--- config.mk ---
export PLATFORM = sky130hd
export DESIGN_NAME = lep_power_ctrl
export DESIGN_NICKNAME = d
export VERILOG_FILES = /design/src/logic/lep_pkg.sv /design/src/logic/lep_power_ctrl.sv /design/src/logic/lep_pulse_gen.sv
export SDC_FILE = /design/constraint.sdc
export NUM_CORES = 1
export LEC_CHECK = 0
export BUFFER_PORTS_ARGS = -buffer_cell sky130_fd_sc_hd__buf_2
export CAP_MARGIN = 10
export CORE_ASPECT_RATIO = 1.2
export CORE_MARGIN = 3
export CORE_UTILIZATION = 45
export CTS_BUF_LIST = sky130_fd_sc_hd__clkbuf_8 sky130_fd_sc_hd__clkbuf_16
export DETAILED_ROUTE_END_ITERATION = 7
export GPL_TIMING_DRIVEN = 0
export PLACE_DENSITY = 0.7
export SLEW_MARGIN = 15
export SYNTH_ARGS = -nofsm -noshare
export SYNTH_HDL_FRONTEND = slang
export SYNTH_SLANG_ARGS = --single-unit
--- constraint.sdc ---
create_clock -name mclk_in -period 4.5 [get_ports mclk_in]
set_input_delay 0.675 -clock mclk_in [delete_from_list [all_inputs] [get_ports mclk_in]]
set_output_delay 0.675 -clock mclk_in [all_outputs]
set_load 0.01 [all_outputs]
--- src/logic/lep_pkg.sv ---
package lep_pkg;
    // ------------------------------------------------------------------
    // Register map
    // ------------------------------------------------------------------
    localparam logic [4:0] LEP_ADDR_CTRL = 5'h1d;
    localparam logic [4:0] LEP_ADDR_IRQ_STAT = 5'h1e;
    localparam logic [4:0] LEP_ADDR_IRQ_MASK = 5'h1f;
    localparam int LEP_BIT_EN = 15;
    localparam int LEP_BIT_WAKE = 14;
    localparam int LEP_BIT_SLEEP = 13;
    localparam int LEP_BIT_MAN = 12;
    localparam int LEP_BIT_BDIS = 11;
    localparam int LEP_BIT_PWR = 10;
    localparam int LEP_BIT_ERRMET = 9;
    localparam int LEP_BIT_DATAMET = 8;
    localparam logic [3:0] LEP_THR_RST = 4'h1;
    localparam logic [15:0] LEP_CTRL_RST = 16'h6011;
    // Interrupt status bits
    localparam int LEP_IRQ_UP = 0;
    localparam int LEP_IRQ_DOWN = 1;
    localparam int LEP_IRQ_DATA = 2;
    localparam int LEP_IRQ_ERR = 3;
    localparam int LEP_IRQ_W = 4;
    // ------------------------------------------------------------------
    // Timing
    // ------------------------------------------------------------------
    localparam longint LEP_CLK_HZ = 250000000;
    localparam longint LEP_IDLE_MS = 2000;
    localparam longint LEP_IDLE_CYC = (LEP_IDLE_MS * LEP_CLK_HZ) / 1000;
    localparam int LEP_BURST_LEN = 4;
    localparam int LEP_PULSE_CYC = 8;

    typedef enum logic [1:0] {LEP_DOWN, LEP_UP} lep_pwr_t;
    typedef struct packed {
        logic [4:0] addr;
        logic [15:0] wdata;
        logic wr;
        logic rd;
    } lep_bus_t;
endpackage

--- src/logic/lep_power_ctrl.sv ---
// The address-and-strobe port was decided locally.
`timescale 1ns/1ps
// Behaviour
// - Energy sensing only while enable bit set
// - Auto-wake when data count reaches threshold
// - Auto-sleep when no line energy
// - Manual toggle flips power state immediately
// - Four pulses per power-up by default
// - One pulse when train disabled
// - Power-state bit reflects powered-up state
// - Power-state bit meaningless when disabled
// - Counters clear after two idle seconds
// - Data-threshold flag sets, clears on read
// - Both thresholds reset to one
module lep_power_ctrl
    import lep_pkg::*;
#(
    parameter longint IDLE_CYC = LEP_IDLE_CYC
)(
    // Clock and reset
    input wire logic mclk_in,
    input wire logic reset_in,
    // Register port
    input wire logic [4:0] reg_addr_in,
    input wire logic [15:0] reg_wdata_in,
    input wire logic reg_wr_in,
    input wire logic reg_rd_in,
    output logic [15:0] reg_rdata_out,
    // Line sense inputs (asynchronous)
    input wire logic energy_in,
    input wire logic data_event_in,
    input wire logic error_event_in,
    // Line section control and interrupt
    output logic line_power_out,
    output logic sense_pulse_out,
    output logic irq_out
);
    typedef struct packed {
        logic [2:0] energy_sync;
        logic [2:0] data_sync;
        logic [2:0] err_sync;
        logic en;
        logic wake;
        logic sleep;
        logic man;
        logic bdis;
        logic [3:0] err_thr;
        logic [3:0] data_thr;
        logic data_met;
        logic err_met;
        lep_pwr_t pwr;
        logic [3:0] data_cnt;
        logic [3:0] err_cnt;
        logic [39:0] idle;
        logic [LEP_IRQ_W-1:0] stat;
        logic [LEP_IRQ_W-1:0] mask;
        logic [15:0] rdata;
        logic irq;
        logic start;
        logic line_pwr;
    } lep_st_t;
    lep_st_t s_r, s_nxt;
    lep_bus_t bus;
    logic pulse_w;
    logic busy_w;

    assign bus = '{addr: reg_addr_in, wdata: reg_wdata_in, wr: reg_wr_in, rd: reg_rd_in};

    // ------------------------------------------------------------------
    // Next-state logic
    // ------------------------------------------------------------------
    always_comb
    begin
        logic data_ev;
        logic err_ev;
        logic energy;
        logic go_up;
        logic go_down;
        logic [LEP_IRQ_W-1:0] ev;
        logic [15:0] ctrl_rd;
        data_ev = 1'b0;
        err_ev = 1'b0;
        energy = 1'b0;
        go_up = 1'b0;
        go_down = 1'b0;
        ev = '0;
        ctrl_rd = '0;
        s_nxt = s_r;
        s_nxt.start = 1'b0;
        // Third stage only for edge detection; first stage feeds second only
        s_nxt.energy_sync = {s_r.energy_sync[1:0], energy_in};
        s_nxt.data_sync = {s_r.data_sync[1:0], data_event_in};
        s_nxt.err_sync = {s_r.err_sync[1:0], error_event_in};
        energy = s_r.energy_sync[1];
        data_ev = s_r.data_sync[1] && !s_r.data_sync[2];
        err_ev = s_r.err_sync[1] && !s_r.err_sync[2];

        // Event counters saturate; cleared after a long quiet spell
        if (data_ev)
        begin
            s_nxt.idle = '0;
            if (s_r.data_cnt != 4'hf)
                s_nxt.data_cnt = s_r.data_cnt + 4'h1;
        end
        else if (s_r.idle >= 40'(IDLE_CYC - 1))
        begin
            s_nxt.idle = '0;
            s_nxt.data_cnt = '0;
            s_nxt.err_cnt = '0;
        end
        else
            s_nxt.idle = s_r.idle + 40'h1;
        // Counts on from the cleared value when an error lands on the expiry
        if (err_ev && s_nxt.err_cnt != 4'hf)
            s_nxt.err_cnt = s_nxt.err_cnt + 4'h1;

        ev[LEP_IRQ_DATA] = (s_nxt.data_cnt >= s_r.data_thr) && data_ev;
        ev[LEP_IRQ_ERR] = (s_nxt.err_cnt >= s_r.err_thr) && err_ev;

        // Power state machine
        if (s_r.en)
        begin
            case (s_r.pwr)
                LEP_DOWN:
                    go_up = s_r.man || (s_r.wake && s_r.data_cnt >= s_r.data_thr);
                LEP_UP:
                    go_down = s_r.man || (s_r.sleep && !energy);
                default:
                    go_down = 1'b1;
            endcase
        end
        if (go_up)
        begin
            s_nxt.pwr = LEP_UP;
            s_nxt.start = 1'b1;
            s_nxt.data_cnt = '0;
            s_nxt.err_cnt = '0;
        end
        else if (go_down)
            s_nxt.pwr = LEP_DOWN;
        ev[LEP_IRQ_UP] = go_up;
        ev[LEP_IRQ_DOWN] = go_down;
        s_nxt.man = 1'b0;

        ctrl_rd = {s_r.en, s_r.wake, s_r.sleep, 1'b0, s_r.bdis, (s_r.pwr == LEP_UP),
                   s_r.err_met, s_r.data_met, s_r.err_thr, s_r.data_thr};

        // Register reads; flags clear on read, a same-cycle set still wins
        s_nxt.rdata = '0;
        if (bus.rd)
        begin
            case (bus.addr)
                LEP_ADDR_CTRL:
                begin
                    s_nxt.rdata = ctrl_rd;
                    s_nxt.data_met = 1'b0;
                    s_nxt.err_met = 1'b0;
                end
                LEP_ADDR_IRQ_STAT: s_nxt.rdata = 16'(s_r.stat);
                LEP_ADDR_IRQ_MASK: s_nxt.rdata = 16'(s_r.mask);
                default: s_nxt.rdata = '0;
            endcase
        end
        if (bus.wr)
        begin
            case (bus.addr)
                LEP_ADDR_CTRL:
                begin
                    s_nxt.en = bus.wdata[LEP_BIT_EN];
                    s_nxt.wake = bus.wdata[LEP_BIT_WAKE];
                    s_nxt.sleep = bus.wdata[LEP_BIT_SLEEP];
                    s_nxt.man = bus.wdata[LEP_BIT_MAN];
                    s_nxt.bdis = bus.wdata[LEP_BIT_BDIS];
                    s_nxt.err_thr = bus.wdata[7:4];
                    s_nxt.data_thr = bus.wdata[3:0];
                end
                LEP_ADDR_IRQ_STAT: s_nxt.stat = s_r.stat & ~bus.wdata[LEP_IRQ_W-1:0];
                LEP_ADDR_IRQ_MASK: s_nxt.mask = bus.wdata[LEP_IRQ_W-1:0];
                default: ;
            endcase
        end
        if (ev[LEP_IRQ_DATA])
            s_nxt.data_met = 1'b1;
        if (ev[LEP_IRQ_ERR])
            s_nxt.err_met = 1'b1;
        s_nxt.stat = s_nxt.stat | ev;
        s_nxt.irq = |(s_nxt.stat & s_nxt.mask);
        // Registered so the pin cannot glitch when enable and state change together
        s_nxt.line_pwr = !s_nxt.en || (s_nxt.pwr == LEP_UP);
    end

    always_ff @(posedge mclk_in)
    begin
        if (reset_in)
        begin
            s_r <= '0;
            s_r.wake <= LEP_CTRL_RST[LEP_BIT_WAKE];
            s_r.sleep <= LEP_CTRL_RST[LEP_BIT_SLEEP];
            s_r.err_thr <= LEP_THR_RST;
            s_r.data_thr <= LEP_THR_RST;
            s_r.pwr <= LEP_DOWN;
            s_r.line_pwr <= 1'b1;
        end
        else
            s_r <= s_nxt;
    end

    // ------------------------------------------------------------------
    // Power-up pulse train
    // ------------------------------------------------------------------
    lep_pulse_gen u_pulse (
        .mclk_in(mclk_in),
        .reset_in(reset_in),
        .start_in(s_r.start),
        .single_in(s_r.bdis),
        .pulse_out(pulse_w),
        .busy_out(busy_w)
    );

    assign reg_rdata_out = s_r.rdata;
    // Line kept powered whenever sensing is off; state bit ignored then
    assign line_power_out = s_r.line_pwr;
    assign sense_pulse_out = pulse_w;
    assign irq_out = s_r.irq;

    // ------------------------------------------------------------------
    // Assertions
    // ------------------------------------------------------------------
    property p_disabled_hold;
        @(posedge mclk_in) disable iff (reset_in)
        !s_r.en |=> $stable(s_r.pwr);
    endproperty
    a_disabled_hold: assert property (p_disabled_hold) else $error("power moved while disabled");

    property p_wake;
        @(posedge mclk_in) disable iff (reset_in)
        s_r.en && s_r.wake && s_r.pwr == LEP_DOWN && s_r.data_cnt >= s_r.data_thr
        |=> s_r.pwr == LEP_UP;
    endproperty
    a_wake: assert property (p_wake) else $error("auto wake missed");

    property p_sleep;
        @(posedge mclk_in) disable iff (reset_in)
        s_r.en && s_r.sleep && s_r.pwr == LEP_UP && !s_r.energy_sync[1] |=> s_r.pwr == LEP_DOWN;
    endproperty
    a_sleep: assert property (p_sleep) else $error("auto sleep missed");

    property p_man;
        @(posedge mclk_in) disable iff (reset_in)
        s_r.en && s_r.man |=> s_r.pwr != $past(s_r.pwr);
    endproperty
    a_man: assert property (p_man) else $error("manual toggle ignored");

    property p_burst;
        @(posedge mclk_in) disable iff (reset_in)
        s_r.start && !busy_w && !s_r.bdis |=> pulse_w [*8] ##1 !pulse_w [*8] ##1 pulse_w;
    endproperty
    a_burst: assert property (p_burst) else $error("burst shape wrong");

    property p_single;
        @(posedge mclk_in) disable iff (reset_in)
        s_r.start && !busy_w && s_r.bdis |=> pulse_w [*8] ##1 !pulse_w [*8] ##1 !busy_w;
    endproperty
    a_single: assert property (p_single) else $error("single pulse wrong");

    property p_state_read;
        @(posedge mclk_in) disable iff (reset_in)
        bus.rd && bus.addr == LEP_ADDR_CTRL |=> reg_rdata_out[LEP_BIT_PWR] == ($past(s_r.pwr) == LEP_UP);
    endproperty
    a_state_read: assert property (p_state_read) else $error("state bit wrong");

    property p_met_clear;
        @(posedge mclk_in) disable iff (reset_in)
        bus.rd && bus.addr == LEP_ADDR_CTRL && !(s_r.data_sync[1] && !s_r.data_sync[2])
        |=> !s_r.data_met;
    endproperty
    a_met_clear: assert property (p_met_clear) else $error("flag not cleared on read");

    property p_man_sc;
        @(posedge mclk_in) disable iff (reset_in)
        s_r.man |=> !s_r.man || $past(bus.wr);
    endproperty
    a_man_sc: assert property (p_man_sc) else $error("manual bit stuck");

    // An event in the expiry cycle restarts counting, so it is excluded
    property p_idle_clear;
        @(posedge mclk_in) disable iff (reset_in)
        s_r.idle >= 40'(IDLE_CYC - 1) && !(s_r.data_sync[1] && !s_r.data_sync[2])
        && !(s_r.err_sync[1] && !s_r.err_sync[2]) |=> s_r.data_cnt == 4'h0 && s_r.err_cnt == 4'h0;
    endproperty
    a_idle_clear: assert property (p_idle_clear) else $error("counters not cleared");

    property p_disabled_line;
        @(posedge mclk_in) disable iff (reset_in)
        !s_r.en |-> line_power_out;
    endproperty
    a_disabled_line: assert property (p_disabled_line) else $error("line off while disabled");

    c_up: cover property (@(posedge mclk_in) disable iff (reset_in) s_r.start);
    c_down: cover property (@(posedge mclk_in) disable iff (reset_in)
        s_r.pwr == LEP_UP ##1 s_r.pwr == LEP_DOWN);
    c_irq: cover property (@(posedge mclk_in) disable iff (reset_in) irq_out);
    c_single: cover property (@(posedge mclk_in) disable iff (reset_in) s_r.start && s_r.bdis);
    c_manual: cover property (@(posedge mclk_in) disable iff (reset_in) s_r.en && s_r.man);
endmodule

--- src/logic/lep_pulse_gen.sv ---
`timescale 1ns/1ps
module lep_pulse_gen
    import lep_pkg::*;
#(
    parameter int BURST = LEP_BURST_LEN,
    parameter int WIDTH = LEP_PULSE_CYC
)(
    // Clock and reset
    input wire logic mclk_in,
    input wire logic reset_in,
    // Control
    input wire logic start_in,
    input wire logic single_in,
    // Pulse and busy outputs
    output logic pulse_out,
    output logic busy_out
);
    typedef struct packed {
        logic [7:0] left;
        logic [7:0] cyc;
        logic pulse;
        logic busy;
    } lep_pg_t;
    lep_pg_t s_r, s_nxt;

    always_comb
    begin
        s_nxt = s_r;
        if (start_in && !s_r.busy)
        begin
            s_nxt.busy = 1'b1;
            s_nxt.pulse = 1'b1;
            s_nxt.cyc = 8'h00;
            s_nxt.left = single_in ? 8'h01 : 8'(BURST);
        end
        else if (s_r.busy)
        begin
            // Equal high and low phases per pulse
            s_nxt.cyc = s_r.cyc + 8'h01;
            if (s_r.cyc == 8'(WIDTH - 1))
            begin
                s_nxt.cyc = 8'h00;
                s_nxt.pulse = 1'b0;
                if (!s_r.pulse)
                begin
                    s_nxt.left = s_r.left - 8'h01;
                    s_nxt.busy = (s_r.left != 8'h01);
                    s_nxt.pulse = (s_r.left != 8'h01);
                end
            end
        end
    end

    always_ff @(posedge mclk_in)
    begin
        if (reset_in)
            s_r <= '0;
        else
            s_r <= s_nxt;
    end

    assign pulse_out = s_r.pulse;
    assign busy_out = s_r.busy;
endmodule

== Word-level counts from Yosys, hierarchy flattened ==
Index checks and enable logic that the tools add are counted.

* Div/mod/pow operators: 0
* Add/subtract/negate cells: 5
* Reduce and logical (&&, ||, !) cells: 34
* Multipliers: 0
* Equality and inequality tests: 10
* Bitwise gates (word level): 7
* Muxes and demuxes: 28
* $lt $le $gt $ge: 4
* Shift-type cells: 0

{| class="wikitable"
|+ Operators by type and width
! kind !! number
|-
| $mux 18 || 3
|-
| $pmux 16 s3 || 1
|-
| $add 40x1->40 const B || 1
|-
| $ge 40x29->1 const B || 1
|-
| $mux 13 || 2
|-
| $mux 4 || 6
|-
| $mux 8 || 3
|-
| $eq 5x5->1 const B || 3
|-
| $ge 4x4->1 || 3
|-
| $reduce_bool 2->1 || 6
|-
| $mux 2 || 5
|-
| $add 4x1->4 const B || 2
|-
| $add 8x1->8 const B || 1
|-
| $and 4x4->4 || 2
|-
| $eq 8x3->1 const B || 1
|-
| $logic_and 1x1->1 || 8
|-
| $ne 4x4->1 const B || 2
|-
| $ne 8x1->1 const B || 1
|-
| $reduce_and 2->1 || 4
|-
| $sub 8x1->8 const B || 1
|-
| $mux 1 || 6
|-
| $reduce_or 2->1 || 3
|-
| $reduce_or 3->1 || 2
|-
| $logic_not 1->1 || 5
|-
| other kinds (11) || 16
|}

* Memory bits (read-only): 0
* Logic and storage cells: 114
* Bits in writable memories: 0
* Memories kept: 0
* Output and inout port bits: 19
* Bits in latches: 0
* Bits in registers: 118

== Depth between registers and ports, before layout ==
Gate-level depths: netlist of run 1.

* Depth after elaboration: 11
* Depth in mapped cells: 19
* Mapped depth without buffers: 18

== Cells and area by module ==
From an unflattened synthesis of run 1, not the netlist that was laid out.

* Cell total of the unflattened synthesis: 577
* Area, all modules: 5226.3 um2

{| class="wikitable"
|+ By module, submodules not included
! module !! cells each !! sequential area each (um2) !! instances !! area each (um2)
|-
| lep_power_ctrl || 468 || 1981.9 || 1 || 4250.3
|-
| lep_pulse_gen || 109 || 360.3 || 1 || 975.9
|}

== Worst setup path before layout of run 1 ==
No wires, ideal clock.

* Path kind: register to register
* Start point: register s_r[57] (netlist bit)
* End point: register s_r, in the netlist irq_out
* Path slack: 0.509 ns
* Arrival time: 3.857 ns
* Clock period less this slack: 3.991 ns
* Setup time: 0.134 ns
* Stages on the path, launching flop included: 18
* Cell sequence: dfxtp_1 or3_1 or4_1 o21ai_1 buf_2 nand2_1 inv_1 ha_1 and3_1 nand2b_1 a22oi_1 ha_1 nand2b_1 a21o_1 a211o_1 a22oi_1 nor3_1 or4b_1

* Word-level cells in the longest chain between the ends: 11
* Elaborated cells on any way between the ends: 15
* Classes of those cells: add/sub: 1; order compare: 3; eq/ne: 1; mux: 4; bitwise: 2; reduce/logical: 4

{| class="wikitable"
|+ Ends and longest elaborated chain
! what !! RTL line !! text
|-
| from (decl) || lep_power_ctrl.sv:62 || <nowiki>lep_st_t s_r, s_nxt;</nowiki>
|-
| from (signal assigned) || lep_power_ctrl.sv:205 || <nowiki>s_r <= s_nxt;</nowiki>
|-
| $ge 40x29->1 * || lep_power_ctrl.sv:105 || <nowiki>else if (s_r.idle >= 40'(IDLE_CYC - 1))</nowiki>
|-
| $mux 8 * || lep_power_ctrl.sv:105 ||
|-
| parallel branches: the longest is 6 deep, another holds $add 4x1->4 || n/a ||
|-
| $or 4x4->4 * || lep_power_ctrl.sv:186 || <nowiki>s_nxt.stat = s_nxt.stat | ev;</nowiki>
|-
| $and 4x4->4 * || lep_power_ctrl.sv:187 || <nowiki>s_nxt.irq = |(s_nxt.stat & s_nxt.mask);</nowiki>
|-
| $reduce_or 4->1 * || lep_power_ctrl.sv:187 ||
|}

Mark *: on every way between the ends.
A chain may end at the register's enable or synchronous reset.

== Worst setup path after layout of run 1 ==
* Start point: register s_r[66] (netlist bit)
* End point: register s_r, in the netlist irq_out

The elaborated chain is that of the path after synthesis.

==> results.json, run 1 <==
{
  "status": "completed",
  "synth_seq_cells": 117,
  "track_usage_pct": 18.0,
  "drt-initial-drc-count": 174,
  "clkSlewWorstSetupHoldPaths_ns": 0.05,
  "clockBufferDepth": 2,
  "root_buffer": "clkbuf_16",
  "worstPathMaxFanout": 10,
  "max_slew_margin_pct": 34.0,
  "core.rowCount": 41,
  "clock_skew_ns": 0.00774,
  "drive_gt1_share_pct": 18.3,
  "route.vias.total": 4059,
  "setup_viol": 0,
  "crit_path_start_kind": "flip-flop",
  "grt_pass1_vias": 4041,
  "setup_slack_ns": 0.201,
  "place_congestion": 0.850,
  "clock_sinks": 117,
  "period_needed_ns": 4.30,
  "netlist_instances": 559,
  "max_cap_viol_count": 0,
  "avgSynthCellArea_um2": 9.10,
  "dieArea_um2": 12600,
  "io_pins": 47,
  "core_area_um2": 10800,
  "grt_start_max_net_pins": 17,
  "preCtsSetupSlack_ns": -0.00396,
  "synth_cell_types": 62,
  "leakagePower_nw": 2.49,
  "initial_core_util_pct": 47.2,
  "antenna_left": 0,
  "wire_per_inst_um": 13.5,
  "via_per_inst": 5.25,
  "nNetsFinal": 677,
  "drtPass1Iterations": 4,
  "cts_buffers": 17,
  "crit_arrival_ns": 4.57,
  "diodes": 0,
  "cts_tree": "done",
  "max_clock_freq_mhz": 233,
  "nFillCells": 959,
  "hold_violations": 0,
  "netlist_area_um2": 5080,
  "htreeDepth": 4,
  "crit_required_ns": 4.77,
  "hold_ws_ns": 0.439,
  "insertion_delay_ns": 0.41,
  "drv_slew": 0,
  "min_path_type": "flip-flop to flip-flop",
  "grt_first_pass_wirelength_mm": 17.8,
  "worst-slew-pin-transition_ns": 0.982,
  "drcViolationCount": 0,
  "powerDensity_nw_per_um2": 401,
  "ys.flop_type": "dfxtp_1",
  "async_reset_ff_share_pct": 0,
  "overflow": 0,
  "total_power_mw": 2.47,
  "ys_seq_area_share_pct": 46.1,
  "stdcell_count": 773,
  "routed_wl_mm": 10.4,
  "final_area_um2": 6150,
  "synth_edf_count": 0,
  "place_inst": 740,
  "dpl_cell_area_um2": 5490,
  "syn2layout_area_growth_pct": 21.0,
  "criticalPathCategory": "flip-flop to flip-flop",
  "end_kind": "flip-flop",
  "ctsHoldBuffers": 0,
  "antenna_found_initial": 0,
  "vdd_ir_drop_max_uv": 249,
  "r2r_slack_ns": 0.20,
  "portBuffers": 41,
  "die_y_um": 122,
  "dp_hpwl_mm": 7.61,
  "fp.dieW_um": 103,
  "ys_warn_count": 0,
  "fin_crit_sh_pct": 95.5
}
==> critical path, stage by stage, from the launching register on <==
cell	delay, ns
dfxtp_1	0.29
nor4_1	0.31
nand2_1	0.13
or4_4	0.54
o21ai_4	0.19
buf_6	0.16
nand2_1	0.09
inv_1	0.07
ha_1	0.19
and3_4	0.21
nand2b_4	0.13
a22oi_2	0.08
ha_1	0.29
nand2b_1	0.14
a21o_1	0.17
a211o_1	0.33
a22oi_2	0.19
nor3_1	0.09
or4b_1	0.55
==> flip-flops by register name (all words and copies together), names as in the netlist <==
signal	cells
irq_out	1
u_pulse.pulse_out	1
s_r	76
line_power_out	1
s_nxt	6
u_pulse.s_r	16
reg_rdata_out	15
u_pulse.busy_out	1
==> timing repair <==
item	CTS	global route
endpoints found under the setup margin	1	1
buffers inserted	0	1
pin swaps	0	2
resized for setup	1	10
==> power breakdown <==
group,internal [mW],switching [mW]
Sequential,1.05,0.00396
Clock,0.903,0.450
Combinational,0.0248,0.0374
==> worst paths after layout <==
kind              from        end  cells past startpoint
max            s_r[66]    irq_out                     18
max reg2reg    s_r[66]    irq_out                     18
min reg2reg  s_nxt[96]  s_nxt[97]                      1
min          s_nxt[96]  s_nxt[97]                      1
==> logic make-up (layout without fill, tap and decap cells) <==
logic type | after synthesis | count (layout) | share of synthesized area [%]
flops | 117 | 117 | 46.1
other cells | 1 | 12 | 0.0737
buf+inv | 53 | 127 | 5.51
compound gates | 62 | 62 | 8.29
xor+xnor | 39 | 39 | 6.72
mux | 14 | 14 | 2.85
fa+ha+maj | 18 | 18 | 4.43
simple gates | 255 | 255 | 26.1
==> area by class of cell <==
| type | count | area (um2) | share of cell area, % |
|---|---|---|---|
| flip-flops and latches | 117 | 2340 | 38.1 |
| clock inverters | 12 | 135 | 2.20 |
| well taps | 129 | 161 | 2.62 |
| plain buffers | 34 | 215 | 3.50 |
| inverters | 19 | 71.3 | 1.16 |
| clock buffers | 20 | 467 | 7.58 |
| multi-input cells | 400 | 2550 | 41.4 |
| repair buffers | 42 | 213 | 3.46 |
==> stage by stage <==
step	setup TNS, ns	utilization (%)
final	0	57.1
after global routing	-0.0175	57.1
after CTS	0	56.6
after detailed placement	-0.00396	51.0
after global placement	0	51.0
after floorplan	0	-
==> cell usage in the layout (no fill, tap or decap), types with 7 or more instances in the layout <==
| master | synthesis | final |
|---|---|---|
| dfxtp_1 | 117 | 117 |
| nor2_1 | 88 | 88 |
| nand2_1 | 43 | 43 |
| buf_2 | 3 | 43 |
| inv_1 | 19 | 21 |
| xnor2_1 | 21 | 21 |
| a21oi_1 | 20 | 20 |
| xor2_1 | 18 | 18 |
| ha_1 | 18 | 18 |
| buf_4 | 16 | 17 |
| clkbuf_16 | 0 | 17 |
| nand3_1 | 16 | 16 |
| and2_1 | 14 | 14 |
| nor2b_1 | 14 | 14 |
| nand4_1 | 14 | 14 |
| nor3_1 | 13 | 13 |
| conb_1 | 1 | 12 |
| clkbuf_1 | 11 | 11 |
| nand2b_1 | 12 | 11 |
| mux2i_1 | 10 | 10 |
| a211o_1 | 7 | 7 |
==> Yosys cell counts, types with 7 or more instances <==
cell	instances	area, um2
nor2b_1	14	87.6
and2_1	14	87.6
ha_1	18	225
inv_1	19	71.3
a211o_1	7	61.3
nand2_1	43	161
nand2b_1	12	75.1
clkbuf_1	11	41.3
xor2_1	18	158
mux2i_1	10	100
a21oi_1	20	100
nor2_1	88	330
dfxtp_1	117	2340
and3_1	8	50.1
buf_4	16	120
nor3_1	13	65.1
nand3_1	16	80.1
xnor2_1	21	184
nand4_1	14	87.6
==> per-layer routing <==
layer	vias to the layer above	global-route usage, %	share of wire, %
li1	2036	-	-
met1	1901	20.3	43
met2	103	31.2	50
met3	19	4.49	5.0
met4	0	8.50	1.6
met5	-	0	0
(Power assumes the default switching activity.)
==> run 2, diff against run 1 <==
CORE_ASPECT_RATIO = default   (was 1.2)
==> run 2 against run 1 <==
Net effect:
- total power shrank 1.9%
- critical path depth shrank 1
- first-iteration DRC count grew 50%
- design area grew 0.18%
- wire length grew 0.61%
- setup slack lost 0.041 ns
- cell count grew 1.9%
- sequential share of layout area shrank 0.070 points
- fmax shrank 0.94%
- global-route usage shrank 0.54 points
- core utilization shrank 0.75 points
- sequential cell count is the same
==> results.json, run 2 (synthesis gave the netlist of run 1 again) <==
{
  "leakagePower_nw": 2.49,
  "nNetsFinal": 681,
  "grtUsageMet1_pct": 22.6,
  "crit_start": "s_r[57]",
  "max_cap_viol_count": 0,
  "dp_hpwl_mm": 7.60,
  "crit_path_start_kind": "flip-flop",
  "core.rowCount": 38,
  "grt_start_max_net_pins": 17,
  "hold_violations": 0,
  "io_pins": 47,
  "status": "completed",
  "initial_core_util_pct": 46.5,
  "cts_buffers": 17,
  "root_buffer": "clkbuf_16",
  "drcViolationCount": 0,
  "setup_slack_ns": 0.160,
  "grt_pass1_vias": 3812,
  "wire_per_inst_um": 13.3,
  "clock_sinks": 117,
  "grt-busiest-layer": "met2",
  "min_to": "s_nxt[94]",
  "htreeDepth": 4,
  "final_common_cell": "dfxtp_1",
  "powerDensity_nw_per_um2": 393,
  "overflow": 0,
  "core_area_um2": 10900,
  "die_y_um": 112,
  "vdd_ir_drop_max_uv": 359,
  "grt_use_met3_pct": 5.18,
  "max_slew_margin_pct": 41.1,
  "worst-slew-pin-transition_ns": 0.876,
  "rsz0062_at_grt": "no",
  "period_needed_ns": 4.34,
  "clockBufferDepth": 2,
  "clkSlewWorstSetupHoldPaths_ns": 0.05,
  "setup_viol": 0,
  "grt_first_pass_wirelength_mm": 17.5,
  "reg2reg_to": "irq_out",
  "insertion_delay_ns": 0.42,
  "grt_use_met2_pct": 27.3,
  "min_path_type": "flip-flop to flip-flop",
  "antenna_left": 0,
  "r2r_slack_ns": 0.16,
  "route.vias.total": 3964,
  "worstHoldStart": "s_nxt[93]",
  "criticalPathCategory": "flip-flop to flip-flop",
  "total_power_mw": 2.42,
  "routed_wl_mm": 10.5,
  "ctsHoldBuffers": 0,
  "fin_crit_sh_pct": 96.4,
  "fp.dieW_um": 112,
  "max_clock_freq_mhz": 230,
  "worstPathMaxFanout": 5,
  "end_kind": "flip-flop",
  "place_congestion": 0.825,
  "regMostFlops": "s_r",
  "dieArea_um2": 12600,
  "crit_required_ns": 4.79,
  "nFillCells": 987,
  "final_cell_mix": "dfxtp_1 (117), nor2_1 (88), nand2_1 (43), buf_2 (43), inv_1 (22)",
  "drtPass1Iterations": 4,
  "drt-initial-drc-count": 261,
  "via_per_inst": 5.03,
  "drv_slew": 0,
  "clock_skew_ns": 0.0142,
  "r2r_cells": 17,
  "crit_arrival_ns": 4.63,
  "largest_reg_flops": 76,
  "post-route-util_pct": 56.4,
  "antenna_found_initial": 0,
  "rr_startpoint": "s_r[57]",
  "syn2layout_area_growth_pct": 21.2,
  "preCtsSetupSlack_ns": -0.0459,
  "drive_gt1_share_pct": 18.5,
  "min_delay_path_depth": 1,
  "cts_tree": "done",
  "portBuffers": 41,
  "diodes": 0,
  "track_usage_pct": 17.4
}
-- run 2: where the power goes --
group | internal (mW) | switching (mW) | total (mW)
sequential | 1.05 | 0.00421 | 1.05
combinational | 0.0264 | 0.0375 | 0.0638
clock | 0.846 | 0.457 | 1.30
total | 1.92 | 0.499 | 2.42
-- run 2: worst max-delay path by stage --
stage | end | slack, ns | cells past startpoint
finish | irq_out | 0.16 | 17
global route | irq_out | 0.004 | 17
CTS | irq_out | 0.007 | 18
detailed placement | irq_out | -0.05 | 18
global placement | irq_out | 0.04 | 18
floorplan | irq_out | 0.51 | 17
-- run 2: through the flow --
stage               hold slack, ns  instance area (um2)  TNS (ns)  std cells
CTS                          0.433                 6090         0        783
global placement             0.418                 5510         0        751
global route                 0.452                 6160         0        788
finish                       0.434                 6160         0        788
floorplan                    0.414                 5130         0        570
detailed placement           0.420                 5510   -0.0459        751
-- run 2: critical path, cell delays in order (launching register included) --
cell and delay (ns):
dfxtp_1 0.29, or3_1 0.41, or4_4 0.57, o21ai_4 0.21, buf_6 0.14, nand2_1 0.08, inv_1 0.08, ha_2 0.20
and3_4 0.20, nand2b_1 0.14, a22oi_1 0.10, ha_1 0.30, nand2b_1 0.15, a21o_1 0.18, a211o_1 0.32, a22oi_2 0.21
nor3_1 0.11, or4b_1 0.54
-- run 2: layer usage --
metal	share of wire [%]	wire (um)	vias to the layer above
met5	0	0	-
met4	1.4	148	0
met3	5.5	579	18
met2	46	4860	80
met1	47	4920	1826
li1	-	-	2040
-- run 2: layout make-up --
cell class	count	area, um2	share of cell area [%]
timing repair buffer	46	243	3.94
tap	140	175	2.84
buffer	34	215	3.49
multi-input combinational	400	2540	41.2
sequential	117	2340	38.0
clock buffer	20	467	7.57
inverter	19	71.3	1.16
clock inverter	12	113	1.83
-- run 2: timing repair --
item	4_1_cts	5_1_grt
pin swaps	0	3
resized for setup	1	10
buffers inserted	0	5
endpoints found under the setup margin	1	1
